## src/design/mscg_map.svh

```systemverilog
// offsets, field positions, reset values and limits of the statistics counter group
`ifndef MSCG_MAP_SVH
`define MSCG_MAP_SVH
`define MSCG_OFS_SENT_OK 8'hDC
`define MSCG_OFS_DEFER 8'hD8
`define MSCG_OFS_OVERSIZE 8'hE0
`define MSCG_OFS_LEN_ERR 8'hE2
`define MSCG_MASK_DEFER 0
`define MSCG_MASK_SENT_OK 1
`define MSCG_MASK_OVERSIZE 2
`define MSCG_MASK_LEN_ERR 3
`define MSCG_RST_SENT_OK 32'h00000000
`define MSCG_RST_CNT16 16'h0000
`define MSCG_TOP_DEFER 32'h00000FFF
`define MSCG_TOP_CNT16 32'h0000FFFF
`define MSCG_TOP_SENT_OK 32'hFFFFFFFF
`define MSCG_THR_CNT16 16'hC000
`define MSCG_THR_SENT_OK 32'hC0000000
`define MSCG_MIN_UNPADDED 16'h002E
`define MSCG_MAX_CLIENT 16'h05DC
`endif

```

## src/design/mscg_pkg.sv

```systemverilog
// types of the statistics counter group
package mscg_pkg;
  typedef struct packed {
    logic [15:0] defer_cnt;
    logic [31:0] sent_ok_cnt;
    logic [15:0] oversize_cnt;
    logic [15:0] len_err_cnt;
    logic defer_counted;
    logic threshold_flag;
    logic [31:0] rdata;
  } mscg_state_s;
endpackage

```

## src/design/mscg_stats_counters.sv

```systemverilog
// four mib statistics counters with threshold flag and register access port
// Notes on behaviour
// The deferral counter counts a frame whose deferral time runs past the defer limit.
// The deferral counter counts any one frame at most once however long it defers.
// The deferral counter rolls over to zero on the increment after it holds 0xFFF.
// The deferral counter reaching 0xC000 raises the statistics threshold flag.
// A 32-bit counter counts each frame sent successfully.
// The sent-ok counter wraps to zero on the increment after all ones.
// The sent-ok counter reaching 0xC0000000 raises the statistics threshold flag.
// The sent-ok counter is zero at reset.
// The oversize counter counts each received frame longer than the maximum frame length.
// The 16-bit oversize counter wraps to zero on the increment after all ones.
// The oversize counter reaching 0xC000 raises the statistics threshold flag.
// The length counter counts a frame whose in-range length field differs from its data count.
// It also counts a frame whose length field is below the minimum and data count above it.
// The 16-bit length counter wraps to zero after all ones.
// The length counter reaching 0xC000 raises the statistics threshold flag.
// A counter counts only with the global enable set and its own mask bit clear.
// A disabled counter ignores its events and keeps its value.
`include "mscg_map.svh"

module mscg_stats_counters (
  // clock and reset
  input wire logic sys_clk,
  input wire logic rst_n,
  // configuration from the mac control, mask and frame size registers
  input wire logic stats_global_enable,
  input wire logic [3:0] stats_mask_reg,
  input wire logic [15:0] max_frame_length_reg,
  input wire logic [15:0] defer_limit,
  // transmit path events
  input wire logic tx_frame_start,
  input wire logic [15:0] tx_defer_time,
  input wire logic tx_sent_ok,
  // receive path events
  input wire logic rx_frame_done,
  input wire logic [15:0] rx_frame_length,
  input wire logic [15:0] rx_length_type,
  input wire logic [15:0] rx_data_octets,
  // register access
  input wire logic reg_wr,
  input wire logic reg_rd,
  input wire logic [7:0] reg_addr,
  input wire logic [31:0] reg_wdata,
  output logic [31:0] reg_rdata,
  // request to set the update bit of the interrupt status register
  output logic stats_threshold_flag
);

  // ------------------------------------------------------------
  // helpers
  // ------------------------------------------------------------
  function automatic logic [31:0] bump(input logic [31:0] v, input logic [31:0] top);
    bump = (v == top) ? 32'h00000000 : v + 32'h00000001;
  endfunction

  function automatic logic [15:0] bump16(input logic [15:0] v, input logic [31:0] top);
    logic [31:0] w;
    w = bump({16'h0000, v}, top);
    bump16 = w[15:0];
  endfunction

  // ------------------------------------------------------------
  // state
  // ------------------------------------------------------------
  mscg_pkg::mscg_state_s st_ff;
  mscg_pkg::mscg_state_s nxt_st;

  logic en_defer;
  logic en_sent;
  logic en_over;
  logic en_len;
  logic ev_defer;
  logic ev_over;
  logic ev_len;
  logic inc_defer;
  logic inc_sent;
  logic inc_over;
  logic inc_len;
  logic lt_in_range;
  logic lt_short;
  logic wr_defer;
  logic wr_sent;
  logic wr_over;
  logic wr_len;

  assign en_defer = stats_global_enable && !stats_mask_reg[`MSCG_MASK_DEFER];
  assign en_sent = stats_global_enable && !stats_mask_reg[`MSCG_MASK_SENT_OK];
  assign en_over = stats_global_enable && !stats_mask_reg[`MSCG_MASK_OVERSIZE];
  assign en_len = stats_global_enable && !stats_mask_reg[`MSCG_MASK_LEN_ERR];

  assign lt_in_range = (rx_length_type >= `MSCG_MIN_UNPADDED) &&
                       (rx_length_type <= `MSCG_MAX_CLIENT);
  assign lt_short = rx_length_type < `MSCG_MIN_UNPADDED;

  // a new frame start re-arms the once-per-frame latch
  assign ev_defer = (tx_defer_time > defer_limit) &&
                    !(st_ff.defer_counted && !tx_frame_start);
  assign ev_over = rx_frame_done && (rx_frame_length > max_frame_length_reg);
  assign ev_len = rx_frame_done &&
                  ((lt_in_range && (rx_length_type != rx_data_octets)) ||
                   (lt_short && (rx_data_octets > `MSCG_MIN_UNPADDED)));

  // a counter written in the same cycle drops its event, so no flag follows a lost count
  assign wr_defer = reg_wr && (reg_addr == `MSCG_OFS_DEFER);
  assign wr_sent = reg_wr && (reg_addr == `MSCG_OFS_SENT_OK);
  assign wr_over = reg_wr && (reg_addr == `MSCG_OFS_OVERSIZE);
  assign wr_len = reg_wr && (reg_addr == `MSCG_OFS_LEN_ERR);

  assign inc_defer = ev_defer && en_defer && !wr_defer;
  assign inc_sent = tx_sent_ok && en_sent && !wr_sent;
  assign inc_over = ev_over && en_over && !wr_over;
  assign inc_len = ev_len && en_len && !wr_len;

  // ------------------------------------------------------------
  // next state
  // ------------------------------------------------------------
  always_comb begin
    nxt_st = st_ff;
    nxt_st.threshold_flag = 1'b0;
    if (tx_frame_start) begin
      nxt_st.defer_counted = 1'b0;
    end
    if (inc_defer) begin
      nxt_st.defer_cnt = bump16(st_ff.defer_cnt, `MSCG_TOP_DEFER);
      nxt_st.defer_counted = 1'b1;
    end
    if (inc_sent) begin
      nxt_st.sent_ok_cnt = bump(st_ff.sent_ok_cnt, `MSCG_TOP_SENT_OK);
    end
    if (inc_over) begin
      nxt_st.oversize_cnt = bump16(st_ff.oversize_cnt, `MSCG_TOP_CNT16);
    end
    if (inc_len) begin
      nxt_st.len_err_cnt = bump16(st_ff.len_err_cnt, `MSCG_TOP_CNT16);
    end
    if ((inc_defer && nxt_st.defer_cnt == `MSCG_THR_CNT16) ||
        (inc_sent && nxt_st.sent_ok_cnt == `MSCG_THR_SENT_OK) ||
        (inc_over && nxt_st.oversize_cnt == `MSCG_THR_CNT16) ||
        (inc_len && nxt_st.len_err_cnt == `MSCG_THR_CNT16)) begin
      nxt_st.threshold_flag = 1'b1;
    end
    // software write overrides a same-cycle increment
    if (reg_wr) begin
      case (reg_addr)
        `MSCG_OFS_SENT_OK: nxt_st.sent_ok_cnt = reg_wdata;
        `MSCG_OFS_DEFER: nxt_st.defer_cnt = reg_wdata[15:0];
        `MSCG_OFS_OVERSIZE: nxt_st.oversize_cnt = reg_wdata[15:0];
        `MSCG_OFS_LEN_ERR: nxt_st.len_err_cnt = reg_wdata[15:0];
        default: nxt_st.rdata = st_ff.rdata;
      endcase
    end
    if (reg_rd) begin
      case (reg_addr)
        `MSCG_OFS_SENT_OK: nxt_st.rdata = st_ff.sent_ok_cnt;
        `MSCG_OFS_DEFER: nxt_st.rdata = {16'h0000, st_ff.defer_cnt};
        `MSCG_OFS_OVERSIZE: nxt_st.rdata = {16'h0000, st_ff.oversize_cnt};
        `MSCG_OFS_LEN_ERR: nxt_st.rdata = {16'h0000, st_ff.len_err_cnt};
        default: nxt_st.rdata = 32'h00000000;
      endcase
    end
  end

  // ------------------------------------------------------------
  // registers
  // ------------------------------------------------------------
  always_ff @(posedge sys_clk or negedge rst_n) begin
    if (!rst_n) begin
      st_ff.defer_cnt <= `MSCG_RST_CNT16;
      st_ff.sent_ok_cnt <= `MSCG_RST_SENT_OK;
      st_ff.oversize_cnt <= `MSCG_RST_CNT16;
      st_ff.len_err_cnt <= `MSCG_RST_CNT16;
      st_ff.defer_counted <= 1'b0;
      st_ff.threshold_flag <= 1'b0;
      st_ff.rdata <= 32'h00000000;
    end else begin
      st_ff <= nxt_st;
    end
  end

  assign reg_rdata = st_ff.rdata;
  assign stats_threshold_flag = st_ff.threshold_flag;

  // ------------------------------------------------------------
  // checks
  // ------------------------------------------------------------
  property p_defer_count;
    @(posedge sys_clk) disable iff (!rst_n)
      (ev_defer && en_defer && !reg_wr && st_ff.defer_cnt != 16'h0FFF)
      |=> st_ff.defer_cnt == $past(st_ff.defer_cnt) + 16'h0001;
  endproperty
  a_defer_count: assert property (p_defer_count) else $error("deferral not counted");

  property p_defer_once;
    @(posedge sys_clk) disable iff (!rst_n)
      (inc_defer && !reg_wr) ##1 (!tx_frame_start && !reg_wr)
      |=> st_ff.defer_cnt == $past(st_ff.defer_cnt, 1);
  endproperty
  a_defer_once: assert property (p_defer_once) else $error("deferral counted twice");

  property p_defer_wrap;
    @(posedge sys_clk) disable iff (!rst_n)
      (inc_defer && !reg_wr && st_ff.defer_cnt == 16'h0FFF) |=> st_ff.defer_cnt == 16'h0000;
  endproperty
  a_defer_wrap: assert property (p_defer_wrap) else $error("deferral wrap wrong");

  property p_sent_wrap;
    @(posedge sys_clk) disable iff (!rst_n)
      (inc_sent && !reg_wr && st_ff.sent_ok_cnt == 32'hFFFFFFFF) |=> st_ff.sent_ok_cnt == 0;
  endproperty
  a_sent_wrap: assert property (p_sent_wrap) else $error("sent-ok wrap wrong");

  property p_sent_thr;
    @(posedge sys_clk) disable iff (!rst_n)
      (inc_sent && !reg_wr && st_ff.sent_ok_cnt == 32'hBFFFFFFF) |=> stats_threshold_flag;
  endproperty
  a_sent_thr: assert property (p_sent_thr) else $error("sent-ok threshold missed");

  property p_over_count;
    @(posedge sys_clk) disable iff (!rst_n)
      (rx_frame_done && rx_frame_length > max_frame_length_reg && en_over && !reg_wr)
      |=> st_ff.oversize_cnt == $past(st_ff.oversize_cnt) + 16'h0001;
  endproperty
  a_over_count: assert property (p_over_count) else $error("oversize not counted");

  property p_over_thr;
    @(posedge sys_clk) disable iff (!rst_n)
      (inc_over && !reg_wr && st_ff.oversize_cnt == 16'hBFFF) |=> stats_threshold_flag;
  endproperty
  a_over_thr: assert property (p_over_thr) else $error("oversize threshold missed");

  property p_len_short;
    @(posedge sys_clk) disable iff (!rst_n)
      (rx_frame_done && lt_short && rx_data_octets > 16'h002E && en_len && !reg_wr)
      |=> st_ff.len_err_cnt == $past(st_ff.len_err_cnt) + 16'h0001;
  endproperty
  a_len_short: assert property (p_len_short) else $error("short length error missed");

  property p_len_thr;
    @(posedge sys_clk) disable iff (!rst_n)
      (inc_len && !reg_wr && st_ff.len_err_cnt == 16'hBFFF) |=> stats_threshold_flag;
  endproperty
  a_len_thr: assert property (p_len_thr) else $error("length threshold missed");

  property p_disabled_hold;
    @(posedge sys_clk) disable iff (!rst_n)
      (!stats_global_enable && !reg_wr) |=> $stable(st_ff.sent_ok_cnt) &&
      $stable(st_ff.oversize_cnt) && $stable(st_ff.len_err_cnt) && $stable(st_ff.defer_cnt);
  endproperty
  a_disabled_hold: assert property (p_disabled_hold) else $error("disabled counter moved");

  property p_masked_hold;
    @(posedge sys_clk) disable iff (!rst_n)
      (stats_mask_reg[`MSCG_MASK_SENT_OK] && !reg_wr) |=> $stable(st_ff.sent_ok_cnt);
  endproperty
  a_masked_hold: assert property (p_masked_hold) else $error("masked counter moved");

  property p_flag_pulse;
    @(posedge sys_clk) disable iff (!rst_n)
      stats_threshold_flag |=> !stats_threshold_flag ||
      $past(inc_defer || inc_sent || inc_over || inc_len);
  endproperty
  a_flag_pulse: assert property (p_flag_pulse) else $error("flag held without cause");

  property p_reset_zero;
    @(posedge sys_clk)
      !rst_n |=> st_ff.sent_ok_cnt == 32'h00000000 && st_ff.defer_cnt == 16'h0000 &&
      st_ff.oversize_cnt == 16'h0000 && st_ff.len_err_cnt == 16'h0000 &&
      !stats_threshold_flag && reg_rdata == 32'h00000000;
  endproperty
  a_reset_zero: assert property (p_reset_zero) else $error("counters not cleared by reset");

  property p_sent_count;
    @(posedge sys_clk) disable iff (!rst_n)
      (inc_sent && !reg_wr && st_ff.sent_ok_cnt != 32'hFFFFFFFF)
      |=> st_ff.sent_ok_cnt == $past(st_ff.sent_ok_cnt) + 32'h00000001;
  endproperty
  a_sent_count: assert property (p_sent_count) else $error("sent-ok not counted");

  property p_defer_thr;
    @(posedge sys_clk) disable iff (!rst_n)
      (inc_defer && !reg_wr && st_ff.defer_cnt == 16'hBFFF) |=> stats_threshold_flag;
  endproperty
  a_defer_thr: assert property (p_defer_thr) else $error("deferral threshold missed");

  property p_over_wrap;
    @(posedge sys_clk) disable iff (!rst_n)
      (inc_over && !reg_wr && st_ff.oversize_cnt == 16'hFFFF) |=> st_ff.oversize_cnt == 16'h0000;
  endproperty
  a_over_wrap: assert property (p_over_wrap) else $error("oversize wrap wrong");

  property p_over_short;
    @(posedge sys_clk) disable iff (!rst_n)
      (rx_frame_done && rx_frame_length <= max_frame_length_reg && !reg_wr)
      |=> $stable(st_ff.oversize_cnt);
  endproperty
  a_over_short: assert property (p_over_short) else $error("frame in size counted");

  property p_len_range;
    @(posedge sys_clk) disable iff (!rst_n)
      (rx_frame_done && lt_in_range && rx_length_type != rx_data_octets && en_len &&
       !reg_wr)
      |=> st_ff.len_err_cnt == $past(st_ff.len_err_cnt) + 16'h0001;
  endproperty
  a_len_range: assert property (p_len_range) else $error("in-range length error missed");

  property p_len_wrap;
    @(posedge sys_clk) disable iff (!rst_n)
      (inc_len && !reg_wr && st_ff.len_err_cnt == 16'hFFFF) |=> st_ff.len_err_cnt == 16'h0000;
  endproperty
  a_len_wrap: assert property (p_len_wrap) else $error("length wrap wrong");

  property p_defer_masked;
    @(posedge sys_clk) disable iff (!rst_n)
      (stats_mask_reg[`MSCG_MASK_DEFER] && !reg_wr) |=> $stable(st_ff.defer_cnt);
  endproperty
  a_defer_masked: assert property (p_defer_masked) else $error("masked deferral moved");

  property p_wr_wins;
    @(posedge sys_clk) disable iff (!rst_n)
      (reg_wr && reg_addr == `MSCG_OFS_SENT_OK) |=> st_ff.sent_ok_cnt == $past(reg_wdata);
  endproperty
  a_wr_wins: assert property (p_wr_wins) else $error("sent-ok write lost");

  property p_rd_unmapped;
    @(posedge sys_clk) disable iff (!rst_n)
      (reg_rd && reg_addr != `MSCG_OFS_SENT_OK && reg_addr != `MSCG_OFS_DEFER &&
       reg_addr != `MSCG_OFS_OVERSIZE && reg_addr != `MSCG_OFS_LEN_ERR)
      |=> reg_rdata == 32'h00000000;
  endproperty
  a_rd_unmapped: assert property (p_rd_unmapped) else $error("unmapped read not zero");

  property p_flag_cause;
    @(posedge sys_clk) disable iff (!rst_n)
      stats_threshold_flag |-> st_ff.sent_ok_cnt == 32'hC0000000 ||
      st_ff.defer_cnt == 16'hC000 || st_ff.oversize_cnt == 16'hC000 ||
      st_ff.len_err_cnt == 16'hC000;
  endproperty
  a_flag_cause: assert property (p_flag_cause) else $error("flag without threshold");

  c_defer: cover property (@(posedge sys_clk) disable iff (!rst_n) inc_defer);
  c_sent: cover property (@(posedge sys_clk) disable iff (!rst_n) inc_sent);
  c_over: cover property (@(posedge sys_clk) disable iff (!rst_n) inc_over);
  c_len: cover property (@(posedge sys_clk) disable iff (!rst_n) inc_len);
  c_flag: cover property (@(posedge sys_clk) disable iff (!rst_n) stats_threshold_flag);

endmodule // mscg_stats_counters

```

## config.mk

```make
export PLATFORM = sky130hd
export DESIGN_NAME = mscg_stats_counters
export DESIGN_NICKNAME = d
export VERILOG_FILES = /design/src/design/mscg_pkg.sv /design/src/design/mscg_stats_counters.sv
export VERILOG_INCLUDE_DIRS = /design/src /design/src/design
export SDC_FILE = /design/constraint.sdc
export NUM_CORES = 1
export LEC_CHECK = 0
export BUFFER_PORTS_ARGS = -buffer_cell sky130_fd_sc_hd__buf_2
export CORE_UTILIZATION = 53
export DETAILED_ROUTE_END_ITERATION = 12
export PLACE_DENSITY = 0.77
export SLEW_MARGIN = 10
export SYNTH_ARGS = -nofsm -noshare
export SYNTH_HDL_FRONTEND = slang
export SYNTH_SLANG_ARGS = --single-unit
```

## constraint.sdc

```tcl
create_clock -name sys_clk -period 2.72 [get_ports sys_clk]
set_input_delay 0 -clock sys_clk [delete_from_list [all_inputs] [get_ports sys_clk]]
set_output_delay 0 -clock sys_clk [all_outputs]
set_load 0.02 [all_outputs]
```

## After elaboration in Yosys (flattened, before gate mapping)

Cells that the tools add are included.

| word-level totals | value |
|---|---|
| flip-flop bits (word level) | 114 |
| input port bits | 148 |
| output and inout port bits | 33 |
| word-level logic and storage cells | 89 |

| cells by class | value |
|---|---|
| add/sub/neg operators | 4 |
| magnitude comparators | 6 |
| equality and inequality tests | 13 |
| muxes and demuxes | 17 |
| reductions and logical operators | 42 |

Operators by type and width:

| kind | number |
|---|---|
| $mux 16 | 9 |
| $pmux 32 s4 | 1 |
| $mux 32 | 3 |
| $eq 16x16->1 const B | 5 |
| $mux 80 | 1 |
| $eq 32x32->1 const B | 2 |
| $add 16x1->16 const B | 3 |
| $add 32x1->32 const B | 1 |
| $eq 8x8->1 const B | 4 |
| $gt 16x16->1 | 2 |
| $logic_and 1x1->1 | 27 |
| $eq 16x12->1 const B | 1 |
| $ge 16x6->1 const B | 1 |
| $gt 16x6->1 const B | 1 |
| $le 16x11->1 const B | 1 |
| $lt 16x6->1 const B | 1 |
| $ne 16x16->1 | 1 |
| $logic_not 1->1 | 10 |
| $logic_or 1x1->1 | 4 |
| $mux 1 | 3 |
| $reduce_bool 2->1 | 1 |

## Depth between registers and ports, before layout

Gate-level depths: netlist of the first run.

| depth | value |
|---|---|
| depth in word-level cells | 13 |
| gate-level depth with buffers | 11 |
| depth with buffers taken out | 10 |

## Least setup slack after synthesis of the first run

No wires, ideal clock.

| path | value |
|---|---|
| kind | flip-flop to flip-flop |
| start | register st_ff[66] (netlist name) |
| end | register st_ff, in the netlist stats_threshold_flag |
| setup time | 0.090 ns |
| data arrival time | 2.259 ns |
| required time | 2.630 ns |
| slack | 0.371 ns |
| stages on the path, launching flop included | 9 |
| path buffers | 0 |
| clock period less this slack | 2.349 ns |
| cell sequence | dfrtp_1 > ha_1 > xor2_1 > a2111oi_0 > o2111ai_1 > or4_1 > nor4_1 > o2111ai_1 > o2111ai_1 |

RTL lines:

| what | line | text |
|---|---|---|
| start, declared | mscg_stats_counters.sv:66 | `mscg_pkg::mscg_state_s st_ff;` |
| start signal, assigned | mscg_stats_counters.sv:177 | `st_ff <= nxt_st;` |

==> impl_metrics.toml, run 1 <==
[status]
status = "finished, final reports clean"

[sta]
tns_ps = 0
post-route-period-util_pct = 94.30
maxSlewViolCount = 0
setup_viol = 0
hold_violations = 0
skew_ps = 8.091
fmax_mhz = 389.9
slew_headroom_pct = 37.44
worstMarginPinSlew_ps = 932.8
finalCriticalPeriod_ps = 2565

[grt]
grtUsageTotal_pct = 32.46
grt_start_max_net_pins = 49
grt-ovfl-total = 0
grt_pass1_vias = 8984
grt_pass1_wl_um = 45600
antenna_found_initial = 0

[logic_synthesis]
avgSynthCellArea_um2 = 7.934
yosysWarnings = 0
synth-edff-count = 0
ys.flop_type = "dfrtp_1"
ys_seq_area_share_pct = 30.73
yosys.cell_types.count = 84
syn-cell-area_um2 = 9283
ys_seq_elements = 114
synth_cells = 1170
synthArstFlopShare_pct = 100.0
syn_nets = 1354

[floorplanning]
core_um2 = 17180
dieArea_um2 = 18050
io_pins = 181
die_h_um = 134.3
initial_core_util_pct = 54.04
die_x_um = 134.3
rows = 48

[placement]
post_dp_cell_area_um2 = 10280
hpwl_um = 21820
dpl.cell_count = 1516
place.gp.congestion = 1.016
io_buffers = 180

[cells_and_area]
stdcell_count = 1585
fill_cells = 1505
antenna_cells = 0
synthToLayoutAreaGrowth_pct = 21.82
layout_commonest_cell = "buf_2"
final_cell_mix = "buf_2, nand2_1, dfrtp_1"
nNetsFinal = 1531
drive_gt1_share_pct = 22.57
final_area_um2 = 11310

[worst_setup_path]
endpoint_kind = "register"
cp_cell_sequence = "ha_2, nand4_1, nor2_1, buf_4, nand3_1, o21ai_1, o2111ai_1, nor4_2, o2111ai_2, o2111ai_1"
critPathMaxStageDelay_ps = 420
required_ps = 3050
cpMostUsedCell = "o2111ai_1"
cp-start-kind = "register"
path_class = "reg2reg"
critPathSlowestCell = "dfrtp_1"
path_buf_inv = 1
cp_max_fo = 6
path_delay_family = "simple AND/OR/NAND/NOR gates"
cp.arrival_ps = 2900

[cts]
cts_buffers = 17
root_buffer = "clkbuf_16"
clock_latency_ps = 420
h-tree-depth = 4
path_clk_slew_ps = 60
cts_sinks = 114
cts_tree = "built"
cts_max_path_buffers = 2

[pwr]
total_power_mw = 5.615
powerDensity_nw_per_um2 = 496.6
total_leakage_power_nw = 4.951
ir_drop_mv = 0.5009

[detailed_routing]
vias_per_cell = 6.134
routedWlPerCell_um = 18.33
drtIter0Drc = 778
ant_nets = 0
firstDrtPassIters = 7
routed_wl_um = 29060
vias = 9722
drc_errors = 0

[job]
maxCapViolCount = 0

[hold_path]
min_path_type = "in2async"
[Yosys cell counts, drive strengths merged (4+ instances only)]
library cell	n	area (µm²)
nand2	117	444.2
dfrtp	114	2853
o21ai	98	490.5
inv	83	311.6
nor2	72	270.3
nand3	66	330.3
buf	57	390.4
clkbuf	57	226.5
a21oi	52	260.3
xnor2	39	341.6
nand4	38	244.0
ha	36	450.4
xor2	33	289.0
nor3	26	140.1
nor4	25	198.9
and3	24	150.1
a31oi	17	106.4
a22oi	14	105.1
and4	14	123.9
a221oi	13	113.9
o22ai	13	81.33
a22o	11	96.34
and2	9	58.81
or3	9	56.30
a21o	8	60.06
mux2i	8	80.08
nand2b	8	50.05
o211ai	8	60.06
o311ai	8	70.07
o31ai	8	60.06
a211oi	6	45.04
o21a	6	45.04
nor3b	5	42.54
o2111ai	5	43.79
or2	5	31.28
nand3b	4	30.03
or4	4	33.78
[final timing paths]
| path | startpoint | cells past startpoint | slack (ps) | endpoint |
|---|---|---|---|---|
| min | rst_n | 2 | 150 | st_ff[59]$_DFF_PN0_ |
| min reg2reg | st_ff[33]$_DFFE_PN0P_ | 2 | 490 | st_ff[33]$_DFFE_PN0P_ |
| max reg2reg | st_ff[67]$_DFF_PN0_ | 10 | 150 | stats_threshold_flag$_DFF_PN0_ |
| max | st_ff[67]$_DFF_PN0_ | 10 | 150 | stats_threshold_flag$_DFF_PN0_ |
| min in group sys_clk | tx_sent_ok | 4 | 160 | st_ff[67]$_DFF_PN0_ |
| max in group asynchronous | rst_n | 3 | 1790 | reg_rdata[29]$_DFFE_PN0P_ |
[flip-flops by register name (all words and copies together), names as in the netlist]
signal and count:
reg_rdata 32, st_ff 81, stats_threshold_flag 1
[cell type report]
type	instances	area [µm²]	area share [%]
flip-flops and latches	114	2853	25.23
repair buffers	274	1709	15.11
clock buffers	18	439.2	3.884
well taps	225	281.5	2.489
multi-input cells	857	5527	48.87
inverters	83	311.5	2.755
clock inverters	14	187.7	1.660
[worst register-to-register path, cell delays in order, from the launching register on]
cell,delay (ps)
dfrtp_1,420
ha_2,250
nand4_1,200
nor2_1,150
buf_4,160
nand3_1,200
o21ai_1,270
o2111ai_1,170
nor4_2,320
o2111ai_2,190
o2111ai_1,140
[cell families (layout without fill, tap and decap cells)]
family,after synthesis,count (layout),share of synthesized area (%)
buffers and inverters,199,389,10.20
DFF,114,114,30.73
AOI/OAI and AO/OA,298,298,21.04
adders and majority gates,36,36,4.852
and+or+nand+nor,441,441,25.27
xor gates and xnor gates,72,72,6.793
muxes,10,10,1.105
[stage by stage]
| step | util (%) | hold slack (ps) | worst slack [ps] |
|---|---|---|---|
| floorplan | - | -295.6 | 371.1 |
| global placement | 59.83 | 62.16 | 167.4 |
| detailed placement | 59.83 | 79.33 | 109.4 |
| CTS | 65.52 | 133.0 | 100.2 |
| global route | 65.84 | 191.5 | -12.18 |
| finish | 65.84 | 145.7 | 155.0 |
[layer usage]
metal,vias to the layer above,share of wire [%],track usage (%)
met1,4580,42,43.03
met3,76,8.3,5.064
li1,4564,-,-
met5,-,0,0
met2,502,46,52.79
met4,0,3.4,13.42
[what timing repair did]
item                                    CTS  global route
hold endpoints to repair                130             0
setup buffers                             0             2
endpoints found under the setup margin    0             1
gates resized for setup                   0            10
hold buffers                             35             0
[power breakdown]
group	total [mW]	switching (mW)	internal [mW]
clock network	2.37	0.818	1.55
logic	1.10	0.581	0.523
registers	2.14	0.295	1.85
No activity file was read; power rests on OpenSTA's default activity.
==> run 2, diff against run 1 <==
CORE_ASPECT_RATIO = 0.7   (was not set)
==> run 2 against run 1 <==
- worst setup slack worse by 53 ps
- global-route usage up 3.2 points
- clock-buffer cell count unchanged
- fmax down 2.0%
- power up 1.3%
- sequential cell count unchanged
- final cell count up 0.38%
- via count up 2.1%
==> impl_metrics.toml, run 2 (synthesis gave the netlist of run 1 again) <==
[cells_and_area]
largest_reg_flops = 81
drive_gt1_share_pct = 22.22
layout_commonest_cell = "buf_2"
nNetsFinal = 1530
synthToLayoutAreaGrowth_pct = 21.35
final_cell_mix = "buf_2, nand2_1, dfrtp_1"
largest-register = "st_ff"

[cts]
cts_max_path_buffers = 2
cts_buffers = 17
clock_latency_ps = 430
path_clk_slew_ps = 60
h-tree-depth = 4
cts_sinks = 114
cts_tree = "built"
root_buffer = "clkbuf_16"

[worst_setup_path]
endpoint_kind = "register"
cp.arrival_ps = 2950
cp_max_fo = 8
path_delay_family = "simple AND/OR/NAND/NOR gates"
rr_worst_depth = 8
path_buf_inv = 0
cpMostUsedCell = "o2111ai_1"
required_ps = 3050
critPathMaxStageDelay_ps = 530
worstReg2RegStart = "st_ff[89]$_DFF_PN0_"
cp_cell_sequence = "nand3_1, nor4_4, nor4b_1, xnor2_1, nand4_1, a211oi_1, o2111ai_1, o2111ai_1"
cp_num_cells = 8
path_class = "reg2reg"
critPathLaunch = "st_ff[89]$_DFF_PN0_"
cp-start-kind = "register"
critPathSlowestCell = "nor4_4"

[pwr]
total_leakage_power_nw = 4.947
ir_drop_mv = 0.3873
powerDensity_nw_per_um2 = 504.8

[floorplanning]
initial_core_util_pct = 54.07
dieArea_um2 = 18060
die_x_um = 160.2
rows = 40
io_pins = 181
die_h_um = 112.7
core_um2 = 17170

[detailed_routing]
drtIter0Drc = 1425
firstDrtPassIters = 7
routed_wl_um = 31550
vias = 9931
ant_nets = 0
vias_per_cell = 6.242
drc_errors = 0
routedWlPerCell_um = 19.83

[sta]
worstMarginPinSlew_ps = 693.5
maxSlewViolCount = 0
hold_violations = 0
slew_headroom_pct = 53.46
rsz0062_at_grt = "false"
fmax_mhz = 381.9
tns_ps = 0
skew_ps = 8.518
whs_ps = 47.29
post-route-period-util_pct = 96.27
finalCriticalPeriod_ps = 2619
setup_viol = 0

[placement]
io_buffers = 180
hpwl_um = 23330
place.gp.congestion = 1.015

[grt]
grt-ovfl-total = 0
grt_start_max_net_pins = 82
grt_pass1_vias = 9272
antenna_found_initial = 1
grtUsageTotal_pct = 35.62
grt_pass1_wl_um = 49760

[hold_path]
min_from = "reg_rd"
hold_depth = 2
min_path_type = "in2reg"

[job]
maxCapViolCount = 0

[status]
status = "finished, final reports clean"
[run 2: final timing paths]
path                                                  endpoint  slack (ps)
worst max-delay path            stats_threshold_flag$_DFF_PN0_         100
worst min-delay path                 reg_rdata[23]$_DFFE_PN0P_          50
worst max register to register  stats_threshold_flag$_DFF_PN0_         100
worst min register to register           st_ff[33]$_DFFE_PN0P_         480
max in group asynchronous                  st_ff[98]$_DFF_PN0_        1810
min in group asynchronous            reg_rdata[20]$_DFFE_PN0P_          70
[run 2: cell type report]
class,instances,area (µm²)
fill,1480,5902
multi-input combinational,857,5500
sequential,114,2854
timing repair buffer,273,1699
clock buffer,18,439.2
inverter,83,311.5
tap,231,289.0
clock inverter,14,168.9
antenna,1,2.502
[run 2: timing repair]
| action | in CTS | in global routing |
|---|---|---|
| gates resized for setup | 0 | 3 |
| setup buffers | 0 | 0 |
| setup endpoints to repair | 0 | 1 |
| hold buffers | 34 | 0 |
| hold endpoints to repair | 112 | 0 |
[run 2: layer usage]
layer	GRT usage (%)	wire [µm]	vias to the layer above	share of wire, %
met5	1.337	34	-	0.11
met4	11.62	928	2	2.9
met3	11.91	4427	84	14
met2	48.99	12460	647	39
met1	51.89	13700	4632	43
li1	-	-	4566	-
[run 2: power by group]
part	internal [mW]	switching (mW)	leakage [nW]
Combinational	0.554	0.662	3.17
Clock	1.41	0.937	0.297
Sequential	1.85	0.278	1.48
[run 2: through the flow]
stage	setup slack, ps	utilization, %	total power, mW	cell area [µm²]	std cells
3_5_place_dp	212.9	60.00	3.269	10300	1524
6_report	101.5	65.62	5.686	11260	1591
4_1_cts	180.3	65.52	5.634	11250	1590
3_3_place_gp	175.6	60.00	3.233	10300	1524
5_1_grt	2.637	65.62	5.913	11260	1591
2_1_floorplan	371.1	-	2.752	9283	1170
==> run 3, diff against run 2 <==
PLACE_DENSITY = not set   (was 0.77)
PLACE_DENSITY_LB_ADDON = 0.05   (was not set)
==> run 3 against run 2 <==
- sequential cell count did not move
- die area stayed put
- sequential share of layout area fell by 0.14 points
- global-route usage decreased by 0.38 points
- cell area grew 0.57%
- sequential power about the same
- critical path type unchanged
- largest cell class unchanged
- largest power group unchanged
==> impl_metrics.toml, run 3 (synthesis gave the netlist of run 1 again) <==
[floorplanning]
io_pins = 181
rows = 40
die_h_um = 112.7
initial_core_util_pct = 54.07
dieArea_um2 = 18060
die_x_um = 160.2
core_um2 = 17170

[pwr]
total_power_mw = 5.556
ir_drop_mv = 0.3433
powerDensity_nw_per_um2 = 490.5
total_leakage_power_nw = 4.992

[sta]
layout_setup_ws_ps = 124.3
setup_viol = 0
skew_ps = 12.69
tns_ps = 0
maxSlewViolCount = 0
hold_violations = 0
rsz0062_at_grt = "false"
whs_ps = 21.40
slew_headroom_pct = 49.56
post-route-period-util_pct = 95.43
finalCriticalPeriod_ps = 2596
worstMarginPinSlew_ps = 752.0
fmax_mhz = 385.3

[cts]
cts_buffers = 17
cts_sinks = 114
cts_max_path_buffers = 2
root_buffer = "clkbuf_16"
clock_latency_ps = 420
h-tree-depth = 4
post-cts-setup-buffer-count = 0
cts_tree = "built"
path_clk_slew_ps = 60

[placement]
io_buffers = 180
place.gp.congestion = 1.030
post-place-ws_ps = 180.1
post_dp_cell_area_um2 = 10400
dpl.cell_count = 1537
hpwl_um = 23900

[worst_setup_path]
path_delay_family = "simple AND/OR/NAND/NOR gates"
path_class = "reg2reg"
rr_worst_depth = 7
cp_num_cells = 7
critPathMaxStageDelay_ps = 540
cp-start-kind = "register"
path_buf_inv = 0
cp.arrival_ps = 2920
cp_max_fo = 8
required_ps = 3040
cp_cell_sequence = "nand4_1, nor4_4, nand4_1, or3_1, a211oi_1, o2111ai_1, o2111ai_1"
critPathSlowestCell = "nor4_4"
endpoint_kind = "register"

[grt]
grt-ovfl-total = 0
grt_start_max_net_pins = 53
antenna_found_initial = 0
grt_pass1_wl_um = 48980
grtUsageTotal_pct = 35.24
grt_pass1_vias = 8821

[cells_and_area]
stdcell_count = 1603
drive_gt1_share_pct = 22.89
final_area_um2 = 11330
final_core_util_pct = 65.99
synthToLayoutAreaGrowth_pct = 22.04
largest-register = "st_ff"
largest_reg_flops = 81
antenna_cells = 0
layout_commonest_cell = "buf_2"
final_cell_mix = "buf_2, nand2_1, dfrtp_1"
nNetsFinal = 1543

[detailed_routing]
vias = 9778
firstDrtPassIters = 7
drtIter0Drc = 1236
ant_nets = 0
vias_per_cell = 6.100
drc_errors = 0
routedWlPerCell_um = 19.40
routed_wl_um = 31100

[hold_path]
hold_depth = 2
min_path_type = "in2reg"

[status]
status = "finished, final reports clean"

[job]
maxCapViolCount = 0
==> run 3: path summary, 6_finish.rpt <==
kind	from	to	slack [ps]
hold reg to reg	reg_rdata[25]$_DFFE_PN0P_	reg_rdata[25]$_DFFE_PN0P_	520
hold / removal	reg_rd	reg_rdata[3]$_DFFE_PN0P_	20
max in group asynchronous	rst_n	st_ff[51]$_DFF_PN0_	1800
setup / recovery	st_ff[80]$_DFF_PN0_	stats_threshold_flag$_DFF_PN0_	120
setup reg to reg	st_ff[80]$_DFF_PN0_	stats_threshold_flag$_DFF_PN0_	120
min in group asynchronous	rst_n	reg_rdata[10]$_DFFE_PN0P_	180
==> run 3: report_power, final <==
group / internal (mW) / leakage, nW / total (mW) / switching, mW
combinational: 0.539 / 3.23 / 1.16 / 0.617
sequential: 1.85 / 1.48 / 2.14 / 0.297
clock: 1.30 / 0.283 / 2.26 / 0.954
==> run 3: final cells by class <==
type	count	area (µm²)
fillers	1494	5838
clock buffers	17	425.4
multi-input cells	857	5494
well taps	231	289.0
repair buffers	286	1797
inverters	83	311.5
clock inverters	15	157.7
flip-flops and latches	114	2854
==> run 3: layer usage <==
metal	part of all wire, %	up-vias	global-route usage (%)
li1	-	4586	-
met1	46	4544	53.37
met2	39	589	46.46
met3	13	59	11.84
met4	2.3	0	10.60
met5	0	-	0
==> run 3: timing repair <==
action	CTS	global route
hold buffers	34	0
hold endpoints to repair	127	0
setup endpoints to repair	0	1
gates resized for setup	0	4
